==> config.mk <==
export PLATFORM = sky130hd
export DESIGN_NAME = jcu_unit
export DESIGN_NICKNAME = d
export VERILOG_FILES = /design/src/verilog/jcu_pkg.sv /design/src/verilog/jcu_unit.sv
export SDC_FILE = /design/constraint.sdc
export NUM_CORES = 1
export LEC_CHECK = 0
export ABC_AREA = 1
export BUFFER_PORTS_ARGS = -buffer_cell sky130_fd_sc_hd__buf_2
export CAP_MARGIN = 20
export CORE_ASPECT_RATIO = 1.5
export CORE_MARGIN = 3
export CORE_UTILIZATION = 36
export CTS_BUF_LIST = sky130_fd_sc_hd__clkbuf_2
export DETAILED_ROUTE_END_ITERATION = 16
export PLACE_DENSITY_LB_ADDON = 0.3
export SLEW_MARGIN = 0
export SYNTH_ARGS = -nofsm -noshare
export SYNTH_HDL_FRONTEND = slang
export SYNTH_SLANG_ARGS = --single-unit
==> constraint.sdc <==
create_clock -name clock -period 2.2 [get_ports clock]
set_input_delay 0.33 -clock clock [delete_from_list [all_inputs] [get_ports clock]]
set_output_delay 0.33 -clock clock [all_outputs]
set_load 0.005 [all_outputs]
==> src/verilog/jcu_pkg.sv <==
package jcu_pkg;
  // ==========================================================
  // Register map, byte addresses of aligned 32-bit words
  localparam logic [7:0] OFF_CTRL = 8'h00;
  localparam logic [7:0] OFF_PHASE = 8'h04;
  localparam logic [7:0] OFF_UOUT = 8'h08;
  localparam logic [7:0] OFF_USER1 = 8'h0C;
  localparam logic [7:0] OFF_USER2 = 8'h10;
  localparam logic [7:0] OFF_STATUS = 8'h14;
  // ==========================================================
  // Field positions
  localparam int CTRL_MODE_LSB = 0;
  localparam int CTRL_RSEL_LSB = 4;
  localparam int CTRL_RREQ_BIT = 8;
  localparam int CTRL_LINK_LSB = 12;
  localparam int PH_HIGH_LSB = 0;
  localparam int PH_LOW_LSB = 8;
  localparam int UO_M1_LSB = 0;
  localparam int UO_M2_LSB = 2;
  localparam int UO_TAP_LSB = 8;
  localparam int CODE_SCALE_LSB = 5;
  localparam logic [1:0] RESP_OKAY = 2'h0;
  localparam logic [1:0] RESP_SLVERR = 2'h2;
  // ==========================================================
  // Timing: one phase tick is one clock period
  localparam int CLK_PERIOD_NS = 50;
  localparam int TICK_NS = 50;
  localparam int HALF_10M_NS = 50;
  localparam int HALF_5M_NS = 100;
  localparam int HALF_1M_NS = 500;
  localparam int HALF_20K_NS = 25000;
  localparam int CNT_W = 13;
  localparam logic [CNT_W-1:0] T_10M = CNT_W'(HALF_10M_NS / CLK_PERIOD_NS);
  localparam logic [CNT_W-1:0] T_5M = CNT_W'(HALF_5M_NS / CLK_PERIOD_NS);
  localparam logic [CNT_W-1:0] T_1M = CNT_W'(HALF_1M_NS / CLK_PERIOD_NS);
  localparam logic [CNT_W-1:0] T_20K = CNT_W'(HALF_20K_NS / CLK_PERIOD_NS);
  localparam logic [CNT_W-1:0] TICK_CYC = CNT_W'(TICK_NS / CLK_PERIOD_NS);
  localparam logic [CNT_W-1:0] CNT_ONE = 13'h0001;
  // ==========================================================
  // Modes
  typedef enum logic [2:0] {CLK_10M, CLK_5M, CLK_1M, CLK_20K, CLK_MANUAL, CLK_ADAPTIVE} jcu_clk_t;
  typedef enum logic [1:0] {RST_BOTH, RST_TEST, RST_SYS} jcu_rsel_t;
  typedef enum logic [1:0] {UO_LOW, UO_HIGH, UO_SW, UO_ACT} jcu_uo_t;
  // Enhanced parallel hosts run in the byte mode
  typedef enum logic [1:0] {LINK_BASIC, LINK_BYTE, LINK_ECP, LINK_NIBBLE} jcu_link_t;

  // Ticks of one phase: scale is two to the code's top bits, times multiplier plus one
  function automatic logic [CNT_W-1:0] ph_ticks(input logic [7:0] code);
    ph_ticks = CNT_W'((CNT_W'(code[CODE_SCALE_LSB-1:0]) + CNT_ONE) << code[7:CODE_SCALE_LSB]) * TICK_CYC;
  endfunction : ph_ticks
endpackage : jcu_pkg

==> src/verilog/jcu_unit.sv <==
`timescale 1ns/1ps
// ==========================================================
// Function
// - High phase lasts 50 ns times scale times multiplier plus one; low likewise.
// - A period is one high phase then one low phase.
// - Phase code is 8 bits: top three scale, low five multiplier.
// - Multiplier comes from the low five bits, 0 to 31.
// - Fixed rates of 10 MHz, 5 MHz, 1 MHz and 20 kHz are offered.
// - An adaptive clocking option is offered.
// - Adaptive mode paces each clock edge on the returned target clock.
// - Reset request asserts both lines, test reset alone, or system reset alone.
// - Two user outputs, each forcible constantly low or high.
// - Each user output may follow its own software write register.
// - Output 1 may be high while the selected tap is downloading.
// - Output 2 may be high while the selected tap is executing.
// - Activity modes follow one selectable tap position.
// - A new user output setting reaches the pin one cycle after the register takes it.
// - Two user inputs are sampled and reported to software.
// - Host link supports basic, byte bidirectional and block transfer modes.
// - Host link also supports a reduced 4-bit mode.
module jcu_unit #(
  parameter int ADDR_W = 8,
  parameter int TAP_W = 4
) (
  // Clock and reset
  input wire logic clock,
  input wire logic arst_n,
  input wire logic ce,
  // AXI4-Lite slave
  input wire logic [ADDR_W-1:0] s_axi_awaddr,
  input wire logic s_axi_awvalid,
  output logic s_axi_awready,
  input wire logic [31:0] s_axi_wdata,
  input wire logic [3:0] s_axi_wstrb,
  input wire logic s_axi_wvalid,
  output logic s_axi_wready,
  output logic [1:0] s_axi_bresp,
  output logic s_axi_bvalid,
  input wire logic s_axi_bready,
  input wire logic [ADDR_W-1:0] s_axi_araddr,
  input wire logic s_axi_arvalid,
  output logic s_axi_arready,
  output logic [31:0] s_axi_rdata,
  output logic [1:0] s_axi_rresp,
  output logic s_axi_rvalid,
  input wire logic s_axi_rready,
  // Debug activity per tap, same clock
  input wire logic [(1<<TAP_W)-1:0] download_busy,
  input wire logic [(1<<TAP_W)-1:0] exec_busy,
  // Target side
  output logic test_clock,
  input wire logic returned_test_clock,
  output logic test_logic_reset_n,
  output logic system_reset_n,
  output logic [1:0] user_out,
  input wire logic [1:0] user_in,
  // Host link mode
  output logic [1:0] host_link_mode
);
  // ==========================================================
  // State
  typedef struct packed {
    jcu_pkg::jcu_clk_t clk_mode;
    logic [7:0] hi_code;
    logic [7:0] lo_code;
    jcu_pkg::jcu_rsel_t rst_sel;
    logic rst_req;
    jcu_pkg::jcu_link_t link_mode;
    jcu_pkg::jcu_uo_t u1_mode;
    jcu_pkg::jcu_uo_t u2_mode;
    logic u1_sw;
    logic u2_sw;
    logic [TAP_W-1:0] tap_sel;
    logic tck;
    logic [jcu_pkg::CNT_W-1:0] cnt;
    logic tl_rst_n;
    logic sys_rst_n;
    logic [1:0] uout;
    logic rt_a;
    logic rt_b;
    logic [1:0] ui_a;
    logic [1:0] ui_b;
    logic aw_ok;
    logic w_ok;
    logic [ADDR_W-1:0] awaddr;
    logic [31:0] wdata;
    logic [3:0] wstrb;
    logic bvalid;
    logic [1:0] bresp;
    logic rvalid;
    logic [31:0] rdata;
    logic [1:0] rresp;
  } jcu_state_t;

  jcu_state_t q;
  jcu_state_t d;
  logic [jcu_pkg::CNT_W-1:0] hi_t;
  logic [jcu_pkg::CNT_W-1:0] lo_t;
  logic adaptive;
  logic [31:0] wr_word;

  // Register view, shared by reads and by byte-lane merging of writes
  function automatic logic [31:0] reg_word(input jcu_state_t s, input logic [ADDR_W-1:0] a);
    reg_word = 32'h0;
    if (a == ADDR_W'(jcu_pkg::OFF_CTRL)) begin
      reg_word[jcu_pkg::CTRL_MODE_LSB +: 3] = s.clk_mode;
      reg_word[jcu_pkg::CTRL_RSEL_LSB +: 2] = s.rst_sel;
      reg_word[jcu_pkg::CTRL_RREQ_BIT] = s.rst_req;
      reg_word[jcu_pkg::CTRL_LINK_LSB +: 2] = s.link_mode;
    end else if (a == ADDR_W'(jcu_pkg::OFF_PHASE)) begin
      reg_word[jcu_pkg::PH_HIGH_LSB +: 8] = s.hi_code;
      reg_word[jcu_pkg::PH_LOW_LSB +: 8] = s.lo_code;
    end else if (a == ADDR_W'(jcu_pkg::OFF_UOUT)) begin
      reg_word[jcu_pkg::UO_M1_LSB +: 2] = s.u1_mode;
      reg_word[jcu_pkg::UO_M2_LSB +: 2] = s.u2_mode;
      reg_word[jcu_pkg::UO_TAP_LSB +: TAP_W] = s.tap_sel;
    end else if (a == ADDR_W'(jcu_pkg::OFF_USER1)) begin
      reg_word[0] = s.u1_sw;
    end else if (a == ADDR_W'(jcu_pkg::OFF_USER2)) begin
      reg_word[0] = s.u2_sw;
    end else if (a == ADDR_W'(jcu_pkg::OFF_STATUS)) begin
      reg_word[5:0] = {s.uout, s.ui_b, s.rt_b, s.tck};
    end
  endfunction : reg_word

  function automatic logic is_mapped(input logic [ADDR_W-1:0] a);
    is_mapped = a == ADDR_W'(jcu_pkg::OFF_CTRL) || a == ADDR_W'(jcu_pkg::OFF_PHASE) ||
      a == ADDR_W'(jcu_pkg::OFF_UOUT) || a == ADDR_W'(jcu_pkg::OFF_USER1) ||
      a == ADDR_W'(jcu_pkg::OFF_USER2) || a == ADDR_W'(jcu_pkg::OFF_STATUS);
  endfunction : is_mapped

  function automatic logic uo_val(input jcu_pkg::jcu_uo_t m, input logic sw, input logic act);
    unique case (m)
      jcu_pkg::UO_LOW: uo_val = 1'h0;
      jcu_pkg::UO_HIGH: uo_val = 1'h1;
      jcu_pkg::UO_SW: uo_val = sw;
      jcu_pkg::UO_ACT: uo_val = act;
    endcase
  endfunction : uo_val

  // ==========================================================
  // Handshakes, frozen with the clock enable so nothing is taken unseen
  assign s_axi_awready = ce && !q.aw_ok;
  assign s_axi_wready = ce && !q.w_ok;
  assign s_axi_arready = ce && !q.rvalid;
  assign s_axi_bvalid = q.bvalid;
  assign s_axi_bresp = q.bresp;
  assign s_axi_rvalid = q.rvalid;
  assign s_axi_rdata = q.rdata;
  assign s_axi_rresp = q.rresp;
  assign test_clock = q.tck;
  assign test_logic_reset_n = q.tl_rst_n;
  assign system_reset_n = q.sys_rst_n;
  assign user_out = q.uout;
  assign host_link_mode = q.link_mode;
  assign adaptive = q.clk_mode == jcu_pkg::CLK_ADAPTIVE;

  // ==========================================================
  // Next state
  always_comb begin
    d = q;
    hi_t = jcu_pkg::ph_ticks(q.hi_code);
    lo_t = jcu_pkg::ph_ticks(q.lo_code);
    unique case (q.clk_mode)
      jcu_pkg::CLK_10M: begin hi_t = jcu_pkg::T_10M; lo_t = jcu_pkg::T_10M; end
      jcu_pkg::CLK_5M: begin hi_t = jcu_pkg::T_5M; lo_t = jcu_pkg::T_5M; end
      jcu_pkg::CLK_1M: begin hi_t = jcu_pkg::T_1M; lo_t = jcu_pkg::T_1M; end
      jcu_pkg::CLK_20K: begin hi_t = jcu_pkg::T_20K; lo_t = jcu_pkg::T_20K; end
      default: begin end
    endcase
    // Synchronisers
    d.rt_a = returned_test_clock;
    d.rt_b = q.rt_a;
    d.ui_a = user_in;
    d.ui_b = q.ui_a;
    // Phase counter; adaptive mode also waits for the target to echo the edge
    if (q.cnt != '0) begin
      d.cnt = q.cnt - jcu_pkg::CNT_ONE;
    end else if (!adaptive || q.rt_b == q.tck) begin
      d.tck = !q.tck;
      d.cnt = (q.tck ? lo_t : hi_t) - jcu_pkg::CNT_ONE;
    end
    // Target resets
    d.tl_rst_n = !(q.rst_req && q.rst_sel != jcu_pkg::RST_SYS);
    d.sys_rst_n = !(q.rst_req && q.rst_sel != jcu_pkg::RST_TEST);
    // User outputs follow their settings one cycle later
    d.uout[0] = uo_val(q.u1_mode, q.u1_sw, download_busy[q.tap_sel]);
    d.uout[1] = uo_val(q.u2_mode, q.u2_sw, exec_busy[q.tap_sel]);
    // Write channel
    if (s_axi_awvalid && !q.aw_ok) begin
      d.aw_ok = 1'h1;
      d.awaddr = s_axi_awaddr;
    end
    if (s_axi_wvalid && !q.w_ok) begin
      d.w_ok = 1'h1;
      d.wdata = s_axi_wdata;
      d.wstrb = s_axi_wstrb;
    end
    wr_word = reg_word(q, q.awaddr);
    for (int i = 0; i < 4; i++) begin
      if (q.wstrb[i]) wr_word[8*i +: 8] = q.wdata[8*i +: 8];
    end
    if (q.aw_ok && q.w_ok && !q.bvalid) begin
      d.aw_ok = 1'h0;
      d.w_ok = 1'h0;
      d.bvalid = 1'h1;
      d.bresp = is_mapped(q.awaddr) ? jcu_pkg::RESP_OKAY : jcu_pkg::RESP_SLVERR;
      if (q.awaddr == ADDR_W'(jcu_pkg::OFF_CTRL)) begin
        d.clk_mode = jcu_pkg::jcu_clk_t'(wr_word[jcu_pkg::CTRL_MODE_LSB +: 3]);
        d.rst_sel = jcu_pkg::jcu_rsel_t'(wr_word[jcu_pkg::CTRL_RSEL_LSB +: 2]);
        d.rst_req = wr_word[jcu_pkg::CTRL_RREQ_BIT];
        d.link_mode = jcu_pkg::jcu_link_t'(wr_word[jcu_pkg::CTRL_LINK_LSB +: 2]);
      end else if (q.awaddr == ADDR_W'(jcu_pkg::OFF_PHASE)) begin
        d.hi_code = wr_word[jcu_pkg::PH_HIGH_LSB +: 8];
        d.lo_code = wr_word[jcu_pkg::PH_LOW_LSB +: 8];
      end else if (q.awaddr == ADDR_W'(jcu_pkg::OFF_UOUT)) begin
        d.u1_mode = jcu_pkg::jcu_uo_t'(wr_word[jcu_pkg::UO_M1_LSB +: 2]);
        d.u2_mode = jcu_pkg::jcu_uo_t'(wr_word[jcu_pkg::UO_M2_LSB +: 2]);
        d.tap_sel = wr_word[jcu_pkg::UO_TAP_LSB +: TAP_W];
      end else if (q.awaddr == ADDR_W'(jcu_pkg::OFF_USER1)) begin
        d.u1_sw = wr_word[0];
      end else if (q.awaddr == ADDR_W'(jcu_pkg::OFF_USER2)) begin
        d.u2_sw = wr_word[0];
      end
    end
    if (q.bvalid && s_axi_bready) d.bvalid = 1'h0;
    // Read channel
    if (s_axi_arvalid && !q.rvalid) begin
      d.rvalid = 1'h1;
      d.rdata = reg_word(q, s_axi_araddr);
      d.rresp = is_mapped(s_axi_araddr) ? jcu_pkg::RESP_OKAY : jcu_pkg::RESP_SLVERR;
    end else if (q.rvalid && s_axi_rready) begin
      d.rvalid = 1'h0;
    end
  end

  always_ff @(posedge clock or negedge arst_n) begin
    if (!arst_n) begin
      q <= '0;
      q.tl_rst_n <= 1'h1;
      q.sys_rst_n <= 1'h1;
    end else if (ce) begin
      q <= d;
    end
  end

  // ==========================================================
  // Checks
  a_phase_hold: assert property (@(posedge clock) disable iff (!arst_n)
    ce && q.cnt != '0 |=> q.tck == $past(q.tck)) else $error("Clock moved inside a phase");
  a_phase_reload: assert property (@(posedge clock) disable iff (!arst_n)
    ce && q.cnt == '0 && !adaptive && !q.tck |=> q.tck && q.cnt == $past(hi_t) - jcu_pkg::CNT_ONE)
    else $error("High phase not reloaded");
  a_manual_ticks: assert property (@(posedge clock) disable iff (!arst_n)
    q.clk_mode == jcu_pkg::CLK_MANUAL |-> hi_t == ((13'(q.hi_code[4:0]) + 13'h0001) << q.hi_code[7:5]))
    else $error("Phase code decoded wrong");
  a_adaptive_wait: assert property (@(posedge clock) disable iff (!arst_n)
    ce && adaptive && q.rt_b != q.tck |=> q.tck == $past(q.tck)) else $error("Edge not paced by return clock");
  a_reset_test: assert property (@(posedge clock) disable iff (!arst_n)
    ce && q.rst_req && q.rst_sel == jcu_pkg::RST_TEST |=> !test_logic_reset_n && system_reset_n)
    else $error("Test reset alone not asserted");
  a_reset_idle: assert property (@(posedge clock) disable iff (!arst_n)
    ce && !q.rst_req ##1 ce && !q.rst_req |-> test_logic_reset_n && system_reset_n)
    else $error("Reset line asserted without request");
  a_user_forced: assert property (@(posedge clock) disable iff (!arst_n)
    ce && q.u2_mode == jcu_pkg::UO_HIGH |=> user_out[1]) else $error("Forced high output low");
  a_user_soft: assert property (@(posedge clock) disable iff (!arst_n)
    ce && q.u1_mode == jcu_pkg::UO_SW |=> user_out[0] == $past(q.u1_sw)) else $error("Output 1 ignores write");
  a_download_bit: assert property (@(posedge clock) disable iff (!arst_n)
    ce && q.u1_mode == jcu_pkg::UO_ACT |=> user_out[0] == $past(download_busy[q.tap_sel]))
    else $error("Output 1 not tracking download");
  a_exec_bit: assert property (@(posedge clock) disable iff (!arst_n)
    ce && q.u2_mode == jcu_pkg::UO_ACT |=> user_out[1] == $past(exec_busy[q.tap_sel]))
    else $error("Output 2 not tracking execution");
  a_phase_low: assert property (@(posedge clock) disable iff (!arst_n)
    ce && q.cnt == '0 && !adaptive && q.tck |=> !q.tck && q.cnt == $past(lo_t) - jcu_pkg::CNT_ONE)
    else $error("Low phase not reloaded");
  a_low_ticks: assert property (@(posedge clock) disable iff (!arst_n)
    q.clk_mode == jcu_pkg::CLK_MANUAL |-> lo_t == ((13'(q.lo_code[4:0]) + 13'h0001) << q.lo_code[7:5]))
    else $error("Low phase code decoded wrong");
  a_preset_rate: assert property (@(posedge clock) disable iff (!arst_n)
    q.clk_mode == jcu_pkg::CLK_1M |-> hi_t == jcu_pkg::T_1M && lo_t == jcu_pkg::T_1M)
    else $error("Preset phase length wrong");
  a_adaptive_edge: assert property (@(posedge clock) disable iff (!arst_n)
    ce && adaptive && q.cnt == '0 && q.rt_b == q.tck |=> q.tck != $past(q.tck))
    else $error("Echoed edge not followed");
  a_reset_both: assert property (@(posedge clock) disable iff (!arst_n)
    ce && q.rst_req && q.rst_sel == jcu_pkg::RST_BOTH |=> !test_logic_reset_n && !system_reset_n)
    else $error("Both resets not asserted");
  a_reset_sys: assert property (@(posedge clock) disable iff (!arst_n)
    ce && q.rst_req && q.rst_sel == jcu_pkg::RST_SYS |=> test_logic_reset_n && !system_reset_n)
    else $error("System reset alone not asserted");
  a_user_low: assert property (@(posedge clock) disable iff (!arst_n)
    ce && q.u1_mode == jcu_pkg::UO_LOW |=> !user_out[0])
    else $error("Forced low output 1 high");
  a_user2_low: assert property (@(posedge clock) disable iff (!arst_n)
    ce && q.u2_mode == jcu_pkg::UO_LOW |=> !user_out[1])
    else $error("Forced low output 2 high");
  a_user1_high: assert property (@(posedge clock) disable iff (!arst_n)
    ce && q.u1_mode == jcu_pkg::UO_HIGH |=> user_out[0])
    else $error("Forced high output 1 low");
  a_user2_soft: assert property (@(posedge clock) disable iff (!arst_n)
    ce && q.u2_mode == jcu_pkg::UO_SW |=> user_out[1] == $past(q.u2_sw))
    else $error("Output 2 ignores write");
endmodule : jcu_unit

==> results of run 1 <==
-- cell type report --
class                   count  area share
diodes                      1    0.000312
clock inverters             6     0.00920
well taps                 217      0.0339
inverters                  93      0.0440
flip-flops and latches    106       0.332
clock buffers              10     0.00624
repair buffers            186       0.154
multi-input cells         611       0.420
-- cell families (layout without fill, tap and decap cells) --
| group | count (synthesis) | after routing | share of synthesized area |
|---|---|---|---|
| AOI/OAI and AO/OA | 181 | 181 | 0.157 |
| DFF | 106 | 106 | 0.399 |
| muxes | 22 | 22 | 0.0369 |
| and+or+nand+nor | 382 | 382 | 0.271 |
| other | 1 | 19 | 0.000564 |
| adders and majority gates | 3 | 3 | 0.00565 |
| buffers and inverters | 165 | 295 | 0.124 |
| xor gates and xnor gates | 5 | 5 | 0.00659 |
-- cells in the mapped netlist, types with 4 or more instances --
| library cell | count |
|---|---|
| a21oi_1 | 34 |
| a31oi_1 | 4 |
| buf_2 | 12 |
| buf_4 | 44 |
| clkbuf_1 | 13 |
| dfrtp_1 | 104 |
| inv_1 | 74 |
| inv_2 | 18 |
| mux2_2 | 20 |
| nand2_1 | 169 |
| nand2_2 | 13 |
| nand3_1 | 66 |
| nand3_2 | 9 |
| nand4_1 | 20 |
| nor2_1 | 70 |
| nor2_2 | 10 |
| nor2_4 | 4 |
| nor3_1 | 7 |
| nor4_1 | 4 |
| o21ai_0 | 79 |
| o21ai_1 | 23 |
| o221ai_1 | 9 |
| o22ai_1 | 8 |
| o31ai_1 | 4 |
-- worst max-delay path, stage by stage, from the launching register on --
cell	delay [ps]
dfrtp_1	490
ha_4	270
o21ai_4	150
nor2_1	60
nand2_1	50
o21ai_1	60
nand2_1	60
nand2_1	60
nand3_2	70
buf_6	100
nand3_4	70
nor2_4	170
nand3b_4	110
nor2_4	170
nand3_2	90
nand3_2	60
nand2_1	50
-- path summary, 6_finish.rpt --
kind,to
max in group asynchronous,system_reset_n$_DFFE_PN1P_
min reg2reg,d[88]$_DFFE_PN0P_
min in group clock,q[84]$_DFFE_PN0P_
min,q[139]$_DFFE_PN0P_
max reg2reg,q[101]$_DFFE_PN0P_
max,q[101]$_DFFE_PN0P_
-- repair_timing --
action                                  CTS  global route
endpoints found under the hold margin   135             0
gates resized for setup                   1            37
endpoints found under the setup margin    2            22
pin swaps                                 0            20
buffers inserted                          0             3
hold buffers                             32             0
-- sequential cells by signal, summed over array words and instances, names as in the netlist, 2 cells and up --
register / flops
d: 3
user_out: 2
s_axi_rdata: 16
host_link_mode: 2
q: 76
-- power by group --
part | internal, mW | total, mW | switching, mW
clock | 0.281 | 0.998 | 0.717
combinational | 0.897 | 2.17 | 1.27
sequential | 2.39 | 2.76 | 0.371
total | 3.56 | 5.92 | 2.36
-- metal layers --
metal / wire [um] / vias to the layer above / global-route usage
met5: 0 / - / 0
met4: 829 / 0 / 0.0928
met1: 7660 / 2960 / 0.225
met3: 706 / 53 / 0.0263
li1: - / 3128 / -
met2: 10900 / 187 / 0.378
-- metrics by stage --
step | std cells | hold slack [ps] | cell area, um^2 | power, mW | utilization
3_5_place_dp | 1178 | 302 | 7400 | 4.76 | 0.410
4_1_cts | 1226 | 27.1 | 7840 | 5.80 | 0.435
6_report | 1230 | 68.6 | 8020 | 5.92 | 0.445
3_3_place_gp | 1178 | 303 | 7400 | 4.72 | 0.410
5_1_grt | 1230 | 63.8 | 8020 | 6.34 | 0.445
2_1_floorplan | 882 | 34.4 | 6710 | 4.11 | -
==> load_flow_metrics.sql, run 1 <==
INSERT INTO impl_metrics (metric_group, metric, value, unit) VALUES
('worst_hold_path', 'timing.hold.worst.class', 'in2async', ''),
('drt', 'route.detailed.wl_per_inst', '16.3', 'um'),
('pwr', 'peakVddDrop', '469', 'uV'),
('synthesis', 'netlist_top_cells_area', 'dfrtp_1 (39%), nand2_1 (9.5%), o21ai_0 (5.9%), buf_4 (5.0%), nand3_1 (5.0%)', ''),
('pwr', 'power_per_cell_area', '738', 'nW/um^2'),
('layout', 'post_route_cells_drive_above_1_share', '0.280', ''),
('floorplan', 'die-height', '172', 'um'),
('sta', 'final.setup.worst_slack', '33.7', 'ps'),
('floorplan', 'rows', '60', ''),
('sta', 'max_transition_viols_final', '0', ''),
('sta', 'setup_violations', '0', ''),
('drt', 'via_count', '6328', ''),
('run', 'maxCapViolations', '0', ''),
('global_routing', 'grt_antenna_before_repair', '1', ''),
('sta', 'worst_slew_pin_slew', '547', 'ps'),
('clock_network', 'cts.sink_count', '106', ''),
('synthesis', 'synth.yosys.seq_area_share', '0.399', ''),
('layout', 'filler_cell_count', '1862', ''),
('synthesis', 'async_flop_share', '1.00', ''),
('worst_setup_path', 'critPathCaptureType', 'flip-flop', ''),
('floorplan', 'floorplan.die_area', '20200', 'um^2'),
('floorplan', 'io_pins', '143', ''),
('global_routing', 'first_global_vias', '6078', ''),
('drt', 'drc', '0', ''),
('drt', 'drtAntennaViolNets', '0', ''),
('sta', 'rsz0062_at_grt', 'true', ''),
('clock_network', 'worst_skew_pair.late_latency', '680', 'ps'),
('synthesis', 'cell_count_after_synthesis', '865', ''),
('layout', 'layout.cells.most_common', 'nand2_1', ''),
('global_routing', 'grt_first_pass_wirelength', '31500', 'um'),
('layout', 'multi_input_comb_area', '3370', 'um^2'),
('layout', 'final_cell_mix', 'nand2_1 (165), buf_2 (105), dfrtp_1 (100)', ''),
('floorplan', 'chipWidth', '117', 'um'),
('clock_network', 'clock_buffer_count_from_cts', '9', ''),
('synthesis', 'netlist.top_cell.by_area', 'dfrtp_1', ''),
('synthesis', 'netlist.area_leader.share', '0.391', ''),
('drt', 'drt-pass1-iter-count', '7', ''),
('worst_setup_path', 'cp-start-kind', 'flip-flop', ''),
('drt', 'detail_route.iter0.violations', '353', ''),
('clock_network', 'max_root_sink_buffers', '2', ''),
('worst_setup_path', 'critPathMaxFanout', '4', ''),
('sta', 'fin_setup_tns', '0', 'ps'),
('floorplan', 'start_util', '0.369', ''),
('sta', 'clock-skew-final', '62.9', 'ps'),
('synthesis', 'synth_enable_flop_cells', '0', ''),
('place', 'detailed_place_hpwl', '15800', 'um'),
('place', 'finalWeightedCongestion', '0.935', ''),
('clock_network', 'path_clk_slew', '340', 'ps'),
('worst_setup_path', 'setup.reg_to_reg.worst_slack', '30', 'ps'),
('worst_setup_path', 'cp_data_required_time', '2800', 'ps'),
('drt', 'route.detailed.vias_per_inst', '5.14', ''),
('global_routing', 'maximum_number_of_pins_on_one_net_before_global_route_repair', '36', ''),
('global_routing', 'overflow', '0', ''),
('synthesis', 'synth.cell_area', '6650', 'um^2'),
('sta', 'hold_viol_final', '0', ''),
('floorplan', 'core_area', '18000', 'um^2'),
('clock_network', 'tritoncts', 'yes', ''),
('sta', 'fin_crit', '2170', 'ps'),
('clock_network', 'root_driver', 'clkbuf_2', ''),
('clock_network', 'cts-htree-levels', '3', ''),
('drt', 'finalWirelength', '20100', 'um'),
('synthesis', 'synth-seq-cells', '106', ''),
('place', 'port-buffer-count', '106', ''),
('worst_setup_path', 'criticalPathCategory', 'reg2reg', ''),
('layout', 'flow.area_growth_from_synthesis', '20.6', '%'),
('synthesis', 'synthFlopType', 'dfrtp_1', ''),
('worst_setup_path', 'timing.rr.start', 'q[132]$_DFFE_PN0P_', ''),
('global_routing', 'grt_usage', '0.203', ''),
('pwr', 'power.static_leakage', '3.78', 'nW'),
('worst_setup_path', 'crit_path_start', 'q[132]$_DFFE_PN0P_', ''),
('sta', 'max_freq', '462', 'MHz'),
('sta', 'share_of_the_clock_period_used_by_the_worst_path_after_layout', '0.985', ''),
('synthesis', 'synth_cell_types', '50', ''),
('worst_setup_path', 'arrival', '2760', 'ps'),
('synthesis', 'yosys_warnings', '0', ''),
('outcome', 'status', 'complete, no violations', ''),
('sta', 'maxSlewHeadroom', '0.635', ''),
('place', 'placement.setup.worst_slack', '34.7', 'ps'),
('layout', 'total_area_of_sequential_cells', '2660', 'um^2'),
('layout', 'fin_nets', '1105', ''),
('worst_setup_path', 'worst-r2r-cell-count', '16', ''),
('synthesis', 'syn_area_per_cell', '7.69', 'um^2');
Note: power is estimated with default switching activity, not from simulation.
==> run 2, diff against run 1 <==
--- a/config.mk
+++ b/config.mk
@@ -14,6 +14,7 @@
 export CTS_BUF_LIST = sky130_fd_sc_hd__clkbuf_2
 export DETAILED_ROUTE_END_ITERATION = 16
 export PLACE_DENSITY_LB_ADDON = 0.3
+export SETUP_SLACK_MARGIN = 0.1
 export SLEW_MARGIN = 0
 export SYNTH_ARGS = -nofsm -noshare
 export SYNTH_HDL_FRONTEND = slang
==> run 2 against run 1 <==
  * Critical path depth is 2 lower
  * Maximum frequency is 1.7% higher
  * Global-route usage is 0.15 points higher
  * Clock skew is 8.4 ps lower
==> load_flow_metrics.sql, run 2 (same netlist as run 1, synthesis figures left out) <==
INSERT INTO impl_metrics (metric_group, metric, value, unit) VALUES
('layout', 'layout.cells.most_common', 'nand2_1', ''),
('drt', 'route.detailed.wl_per_inst', '16.4', 'um'),
('sta', 'worst_slew_pin_slew', '526', 'ps'),
('sta', 'share_of_the_clock_period_used_by_the_worst_path_after_layout', '0.969', ''),
('clock_network', 'cts-htree-levels', '3', ''),
('outcome', 'status', 'complete, no violations', ''),
('layout', 'fin_nets', '1112', ''),
('layout', 'final-instance-count-excl-fill', '1237', ''),
('pwr', 'power_per_cell_area', '737', 'nW/um^2'),
('drt', 'route.detailed.vias_per_inst', '5.15', ''),
('layout', 'regMostFlops', 'q', ''),
('drt', 'drc', '0', ''),
('worst_setup_path', 'cp-start-kind', 'flip-flop', ''),
('layout', 'total_area_of_sequential_cells', '2660', 'um^2'),
('global_routing', 'grt_first_pass_wirelength', '31700', 'um'),
('place', 'placement.setup.worst_slack', '34.7', 'ps'),
('floorplan', 'io_pins', '143', ''),
('sta', 'max_transition_viols_final', '0', ''),
('layout', 'flow.area_growth_from_synthesis', '23.1', '%'),
('global_routing', 'grt_antenna_before_repair', '1', ''),
('sta', 'rsz0062_at_grt', 'true', ''),
('sta', 'fin_crit', '2130', 'ps'),
('clock_network', 'max_root_sink_buffers', '2', ''),
('global_routing', 'overflow', '0', ''),
('worst_setup_path', 'critical_path_cell_count', '14', ''),
('pwr', 'total_power', '6.03', 'mW'),
('floorplan', 'die-height', '172', 'um'),
('pwr', 'peakVddDrop', '476', 'uV'),
('layout', 'filler_cell_count', '1848', ''),
('drt', 'via_count', '6365', ''),
('pwr', 'power.static_leakage', '3.86', 'nW'),
('drt', 'drtAntennaViolNets', '0', ''),
('place', 'place.detailed.instances', '1178', ''),
('layout', 'post_route_cells_drive_above_1_share', '0.306', ''),
('worst_setup_path', 'criticalPathCategory', 'reg2reg', ''),
('worst_hold_path', 'timing.hold.worst.class', 'in2async', ''),
('pwr', 'power_switching', '2.41', 'mW'),
('sta', 'hold_viol_final', '0', ''),
('place', 'detailed_place_hpwl', '15800', 'um'),
('sta', 'maxSlewHeadroom', '0.649', ''),
('clock_network', 'path_clk_slew', '330', 'ps'),
('drt', 'finalWirelength', '20300', 'um'),
('pwr', 'share_seq_of_total_power', '0.459', ''),
('sta', 'final.setup.worst_slack', '69.2', 'ps'),
('layout', 'number_of_flip_flops_under_the_largest_register_name', '76', ''),
('global_routing', 'maximum_number_of_pins_on_one_net_before_global_route_repair', '36', ''),
('clock_network', 'clock_buffer_count_from_cts', '9', ''),
('place', 'port-buffer-count', '106', ''),
('clock_network', 'worst_skew_pair.late_latency', '670', 'ps'),
('worst_setup_path', 'worst-r2r-cell-count', '14', ''),
('worst_setup_path', 'critPathMaxFanout', '4', ''),
('sta', 'clock-skew-final', '54.5', 'ps'),
('pwr', 'swShare', '0.400', ''),
('floorplan', 'chipWidth', '117', 'um'),
('worst_setup_path', 'timing.rr.start', 'q[123]$_DFFE_PN0P_', ''),
('drt', 'detail_route.iter0.violations', '305', ''),
('floorplan', 'rows', '60', ''),
('worst_setup_path', 'critical_path.n_buffers_inverters', '0', ''),
('clock_network', 'tritoncts', 'yes', ''),
('worst_setup_path', 'critPathCaptureType', 'flip-flop', ''),
('sta', 'setup_violations', '0', ''),
('worst_setup_path', 'path_delay_family', 'simple AND/OR/NAND/NOR gates', ''),
('worst_setup_path', 'max_stage_delay', '480', 'ps'),
('pwr', 'intPower', '3.62', 'mW'),
('global_routing', 'grt_usage', '0.205', ''),
('pwr', 'clock_power_share', '0.165', ''),
('place', 'finalWeightedCongestion', '0.935', ''),
('drt', 'drt-pass1-iter-count', '5', ''),
('pwr', 'power_frac_comb', '0.376', ''),
('clock_network', 'root_driver', 'clkbuf_2', ''),
('worst_setup_path', 'timing.critical_path.mode_cell', 'nand2_1', ''),
('worst_setup_path', 'cp_data_required_time', '2780', 'ps'),
('floorplan', 'floorplan.die_area', '20200', 'um^2'),
('floorplan', 'start_util', '0.369', ''),
('worst_setup_path', 'arrival', '2710', 'ps'),
('worst_setup_path', 'critical_path.slowest_cell', 'dfrtp_1', ''),
('clock_network', 'cts.sink_count', '106', ''),
('floorplan', 'core_area', '18000', 'um^2'),
('run', 'maxCapViolations', '0', ''),
('sta', 'max_freq', '469', 'MHz'),
('global_routing', 'first_global_vias', '6097', ''),
('worst_setup_path', 'setup.reg_to_reg.worst_slack', '70', 'ps'),
('worst_setup_path', 'cell_chain_of_the_critical_path', 'ha_4, nand2_2, o21ai_2, or2_1, nand3_2, nand3_1, nand2_1, nand2_2, nor2_4, nand3_2, nor2_2, nand2_1, nand2_1, o21ai_1', ''),
('worst_setup_path', 'r2r-end', 'q[104]$_DFFE_PN0P_', ''),
('layout', 'utilization', '0.454', ''),
('layout', 'final_cell_mix', 'nand2_1 (161), buf_2 (105), dfrtp_1 (100)', ''),
('layout', 'multi_input_comb_area', '3480', 'um^2');
-- run 2: worst max path at each step --
stage	from	endpoint	slack [ps]
after floorplan	q[132]$_DFFE_PN0P_	q[106]$_DFFE_PN0P_	230
after global placement	q[131]$_DFFE_PN0P_	q[104]$_DFFE_PN0P_	50
after detailed placement	q[131]$_DFFE_PN0P_	q[104]$_DFFE_PN0P_	30
after CTS	q[124]$_DFFE_PN0P_	q[103]$_DFFE_PN0P_	80
after global routing	q[131]$_DFFE_PN0P_	q[104]$_DFFE_PN0P_	-90
final	q[123]$_DFFE_PN0P_	q[104]$_DFFE_PN0P_	70
-- run 2: layout make-up --
cell class	instances	share of cell area
inverter	93	0.0431
sequential	106	0.325
clock buffer	10	0.00611
timing repair buffer	193	0.159
tap	217	0.0332
antenna	1	0.000306
clock inverter	6	0.00902
multi-input combinational	611	0.425
-- run 2: per-stage QoR --
step                area, um^2  hold slack [ps]  TNS [ps]
floorplan                 6710             34.4         0
global placement          7400              303         0
detailed placement        7400              302         0
CTS                       7970             27.1         0
global route              8190             61.3      -556
finish                    8190             80.2         0
-- run 2: repair_timing --
action | CTS | global route
buffers inserted | 4 | 6
hold buffers | 32 | 0
resized for setup | 21 | 45
endpoints found under the setup margin | 10 | 27
pin swaps | 10 | 38
hold endpoints to repair | 135 | 0
-- run 2: layer usage --
| metal | up-vias | global-route usage | wire, um |
|---|---|---|---|
| met5 | - | 0 | 0 |
| met4 | 0 | 0.0943 | 978 |
| met3 | 49 | 0.0266 | 683 |
| met2 | 169 | 0.380 | 10900 |
| met1 | 3000 | 0.227 | 7700 |
| li1 | 3147 | - | - |
-- run 2: worst register-to-register path, delay by kind of cell (launching register included) --
kind                       cells  cell delay (ps)
and+or+nand+nor               11             1220
DFF                            1              480
adders and majority gates      1              260
AOI/OAI and AO/OA              2              110
-- run 2: power groups by stage --
| stage | sequential, mW | clock, mW | combinational [mW] |
|---|---|---|---|
| 2_1_floorplan | 2.62 | 0 | 1.49 |
| 3_3_place_gp | 2.77 | 0 | 1.95 |
| 3_5_place_dp | 2.79 | 0 | 1.98 |
| 4_1_cts | 2.75 | 1.03 | 2.15 |
| 5_1_grt | 2.82 | 1.10 | 2.54 |
| 6_report | 2.77 | 0.996 | 2.26 |
==> run 3, diff against run 2 <==
--- a/config.mk
+++ b/config.mk
@@ -5,13 +5,13 @@
 export SDC_FILE = /design/constraint.sdc
 export NUM_CORES = 1
 export LEC_CHECK = 0
-export ABC_AREA = 1
 export BUFFER_PORTS_ARGS = -buffer_cell sky130_fd_sc_hd__buf_2
-export CAP_MARGIN = 20
+export CAP_MARGIN = 40
 export CORE_ASPECT_RATIO = 1.5
 export CORE_MARGIN = 3
 export CORE_UTILIZATION = 36
 export CTS_BUF_LIST = sky130_fd_sc_hd__clkbuf_2
+export CTS_CLUSTER_SIZE = 25
 export DETAILED_ROUTE_END_ITERATION = 16
 export PLACE_DENSITY_LB_ADDON = 0.3
 export SETUP_SLACK_MARGIN = 0.1
==> run 3 against run 2 <==
  * The run now ends with negative setup slack left
  * Highest routed layer unchanged
  * Power increased by 34%
  * Global-route usage increased by 0.36 points
  * Combinational power increased by 81%
  * Utilization increased by 4.9 points
  * Die area increased by 0.59%
  * Sequential cell count unchanged
  * Clock power decreased by 6.5%
  * Clock-buffer cell count decreased by 1
  * Critical path depth decreased by 4
  * Clock skew decreased by 13 ps
==> load_flow_metrics.sql, run 3 <==
INSERT INTO impl_metrics (metric_group, metric, value, unit) VALUES
('outcome', 'status', 'finished with violations', ''),
('outcome', 'violated_checks', 'negative setup slack', ''),
('clock_network', 'cts.sink_count', '106', ''),
('place', 'port-buffer-count', '106', ''),
('sta', 'setup_violations', '11', ''),
('synthesis', 'cell_count_after_synthesis', '698', ''),
('place', 'detailed_place_hpwl', '16700', 'um'),
('global_routing', 'maximum_number_of_pins_on_one_net_before_global_route_repair', '39', ''),
('synthesis', 'ys_top_cells_by_count', 'dfrtp_1 (104), nand2_1 (76), mux2_2 (57)', ''),
('synthesis', 'netlist.area_leader.share', '0.389', ''),
('floorplan', 'rows', '60', ''),
('place', 'finalWeightedCongestion', '0.910', ''),
('global_routing', 'first_global_vias', '6347', ''),
('worst_setup_path', 'worst-r2r-cell-count', '10', ''),
('layout', 'post_route_cells_drive_above_1_share', '0.441', ''),
('pwr', 'swShare', '0.401', ''),
('layout', 'fin_nets', '1037', ''),
('sta', 'fin_crit', '2690', 'ps'),
('drt', 'drt-pass1-iter-count', '4', ''),
('worst_hold_path', 'timing.hold.worst.start', 'ce', ''),
('layout', 'flow.area_growth_from_synthesis', '36.2', '%'),
('synthesis', 'synth-seq-cells', '106', ''),
('pwr', 'total_power', '8.10', 'mW'),
('synthesis', 'async_flop_share', '1.00', ''),
('floorplan', 'chipWidth', '117', 'um'),
('drt', 'via_count', '6193', ''),
('pwr', 'share_seq_of_total_power', '0.380', ''),
('global_routing', 'grt_antenna_before_repair', '1', ''),
('synthesis', 'synth_enable_flop_cells', '0', ''),
('worst_setup_path', 'critPathMaxFanout', '6', ''),
('worst_setup_path', 'r2r-end', 'q[103]$_DFFE_PN0P_', ''),
('drt', 'route.detailed.vias_per_inst', '5.19', ''),
('sta', 'final.setup.worst_slack', '-494', 'ps'),
('sta', 'finalHoldWorstSlack', '55.9', 'ps'),
('pwr', 'power_frac_comb', '0.505', ''),
('layout', 'multi_input_comb_area', '3830', 'um^2'),
('clock_network', 'worst_skew_pair.late_latency', '620', 'ps'),
('drt', 'finalWirelength', '21200', 'um'),
('global_routing', 'grt_first_pass_wirelength', '33900', 'um'),
('global_routing', 'overflow', '0', ''),
('synthesis', 'synth.yosys.seq_area_share', '0.397', ''),
('worst_setup_path', 'cell_chain_of_the_critical_path', 'ha_4, xor2_2, o211ai_1, a21oi_1, o31a_1, nor3_4, buf_4, nand4_4, or3_1, a31o_1', ''),
('sta', 'max_transition_viols_final', '0', ''),
('pwr', 'power_switching', '3.25', 'mW'),
('layout', 'number_of_flip_flops_under_the_largest_register_name', '76', ''),
('layout', 'layout.cells.most_common', 'buf_4', ''),
('worst_setup_path', 'critical_path.slowest_cell', 'dfrtp_1', ''),
('pwr', 'power.static_leakage', '4.21', 'nW'),
('worst_setup_path', 'path_delay_family', 'compound AO/OA/AOI/OAI gates', ''),
('worst_setup_path', 'max_stage_delay', '510', 'ps'),
('worst_setup_path', 'cp-start-kind', 'flip-flop', ''),
('floorplan', 'die-height', '173', 'um'),
('drt', 'drc', '0', ''),
('layout', 'final_cell_mix', 'buf_4 (147), buf_2 (105), dfrtp_1 (98)', ''),
('clock_network', 'clock_buffer_count_from_cts', '9', ''),
('floorplan', 'core_area', '18100', 'um^2'),
('pwr', 'clock_power_share', '0.115', ''),
('floorplan', 'io_pins', '143', ''),
('worst_setup_path', 'critPathCaptureType', 'flip-flop', ''),
('synthesis', 'netlist.top_cell.by_area', 'dfrtp_1', ''),
('synthesis', 'synthFlopType', 'dfrtp_1', ''),
('pwr', 'peakVddDrop', '432', 'uV'),
('sta', 'share_of_the_clock_period_used_by_the_worst_path_after_layout', '1.22', ''),
('sta', 'clock-skew-final', '41.6', 'ps'),
('worst_setup_path', 'critical_path.n_buffers_inverters', '1', ''),
('pwr', 'intPower', '4.85', 'mW'),
('synthesis', 'syn_area_per_cell', '9.59', 'um^2'),
('layout', 'total_area_of_sequential_cells', '2660', 'um^2'),
('drt', 'route.detailed.wl_per_inst', '17.8', 'um'),
('synthesis', 'yosys.cell_count.top_type', 'dfrtp_1', ''),
('clock_network', 'cts-htree-levels', '3', ''),
('clock_network', 'root_driver', 'clkbuf_2', ''),
('clock_network', 'tritoncts', 'yes', ''),
('synthesis', 'synth_cell_types', '81', ''),
('drt', 'drtAntennaViolNets', '0', ''),
('synthesis', 'yosys_warnings', '0', ''),
('worst_setup_path', 'timing.rr.start', 'q[124]$_DFFE_PN0P_', ''),
('drt', 'detail_route.iter0.violations', '266', ''),
('sta', 'hold_viol_final', '0', ''),
('pwr', 'power_per_cell_area', '889', 'nW/um^2'),
('floorplan', 'floorplan.die_area', '20300', 'um^2'),
('sta', 'maxSlewHeadroom', '0.641', ''),
('clock_network', 'max_root_sink_buffers', '2', ''),
('synthesis', 'synth.cell_area', '6690', 'um^2'),
('clock_network', 'path_clk_slew', '340', 'ps'),
('worst_hold_path', 'timing.hold.worst.class', 'in2reg', ''),
('global_routing', 'grt_usage', '0.208', ''),
('layout', 'regMostFlops', 'q', ''),
('sta', 'rsz0062_at_grt', 'true', ''),
('sta', 'max_freq', '371', 'MHz'),
('worst_setup_path', 'arrival', '3240', 'ps'),
('worst_hold_path', 'worstHoldEndpoint', 'q[82]$_DFFE_PN0P_', ''),
('floorplan', 'start_util', '0.370', ''),
('synthesis', 'netlist_top_cells_area', 'dfrtp_1 (39%), mux2_2 (9.6%), buf_4 (4.6%), nand2_1 (4.3%), mux4_2 (3.4%)', ''),
('worst_setup_path', 'criticalPathCategory', 'reg2reg', ''),
('worst_setup_path', 'setup.reg_to_reg.worst_slack', '-490', 'ps'),
('worst_setup_path', 'cp_data_required_time', '2750', 'ps'),
('layout', 'filler_cell_count', '1732', ''),
('sta', 'worst_slew_pin_slew', '538', 'ps'),
('worst_hold_path', 'holdPathStages', '3', ''),
('run', 'maxCapViolations', '0', '');
## run 3: stage by stage
| stage | utilization | instances | worst slack [ps] | instance area (um^2) | TNS [ps] |
|---|---|---|---|---|---|
| after global placement | 0.453 | 1118 | -526 | 8200 | -3830 |
| after detailed placement | 0.453 | 1118 | -545 | 8200 | -4080 |
| after CTS | 0.491 | 1179 | -427 | 8870 | -3070 |
| after global routing | 0.504 | 1193 | -626 | 9110 | -5280 |
| final | 0.504 | 1193 | -494 | 9110 | -3630 |
| after floorplan | - | 715 | -237 | 6820 | -1080 |
## run 3: what timing repair did
item / CTS / global route
hold buffers: 34 / 0
setup buffers: 11 / 13
endpoints found under the setup margin: 20 / 33
endpoints found under the hold margin: 84 / 0
resized for setup: 43 / 32
pin swaps: 12 / 20
## run 3: how the worst max path moves through the flow
stage                                  start            endpoint  slack (ps)  cells after the start
final                     q[124]$_DFFE_PN0P_  q[103]$_DFFE_PN0P_        -490                     10
after global routing      q[131]$_DFFE_PN0P_  q[106]$_DFFE_PN0P_        -630                     10
after CTS                 q[132]$_DFFE_PN0P_  q[104]$_DFFE_PN0P_        -430                      9
after detailed placement  q[123]$_DFFE_PN0P_  q[106]$_DFFE_PN0P_        -550                      9
after global placement    q[123]$_DFFE_PN0P_  q[106]$_DFFE_PN0P_        -530                      9
after floorplan           q[124]$_DFFE_PN0P_  q[104]$_DFFE_PN0P_        -240                      9
## run 3: final cells by class
type | count | area share
timing repair buffer | 298 | 0.235
tap | 248 | 0.0341
inverter | 14 | 0.00577
sequential | 106 | 0.292
multi-input combinational | 510 | 0.420
clock buffer | 9 | 0.00494
clock inverter | 7 | 0.00769
antenna | 1 | 0.000275
## run 3: logic make-up after synthesis
kind of cell               after synthesis  synth area share
and+or+nand+nor                        233             0.179
AOI/OAI and AO/OA                      160             0.161
DFF                                    106             0.397
buffers and inverters                   99            0.0841
muxes                                   83             0.154
xor gates and xnor gates                13            0.0198
adders and majority gates                3           0.00561
other                                    1          0.000560
## run 3: tightest hold or removal path, cell delays in order
cell     delay (ps)
buf_2           180
a21oi_1         150
nor2_1           50
## run 3: routing by layer
layer,wire length (um),share of wire,up-vias,GRT usage
li1,-,-,2974,-
met1,7760,0.37,3021,0.223
met2,11700,0.55,146,0.399
met3,609,0.029,52,0.0219
met4,1110,0.052,0,0.109
met5,0,0,-,0
## run 3: power by group through the flow
stage	sequential (mW)	clock [mW]	combinational, mW
floorplan	2.85	0	2.19
detailed placement	3.07	0	3.56
global route	3.16	1.04	4.48
global placement	3.05	0	3.53
finish	3.08	0.931	4.09
CTS	3.05	0.964	3.86
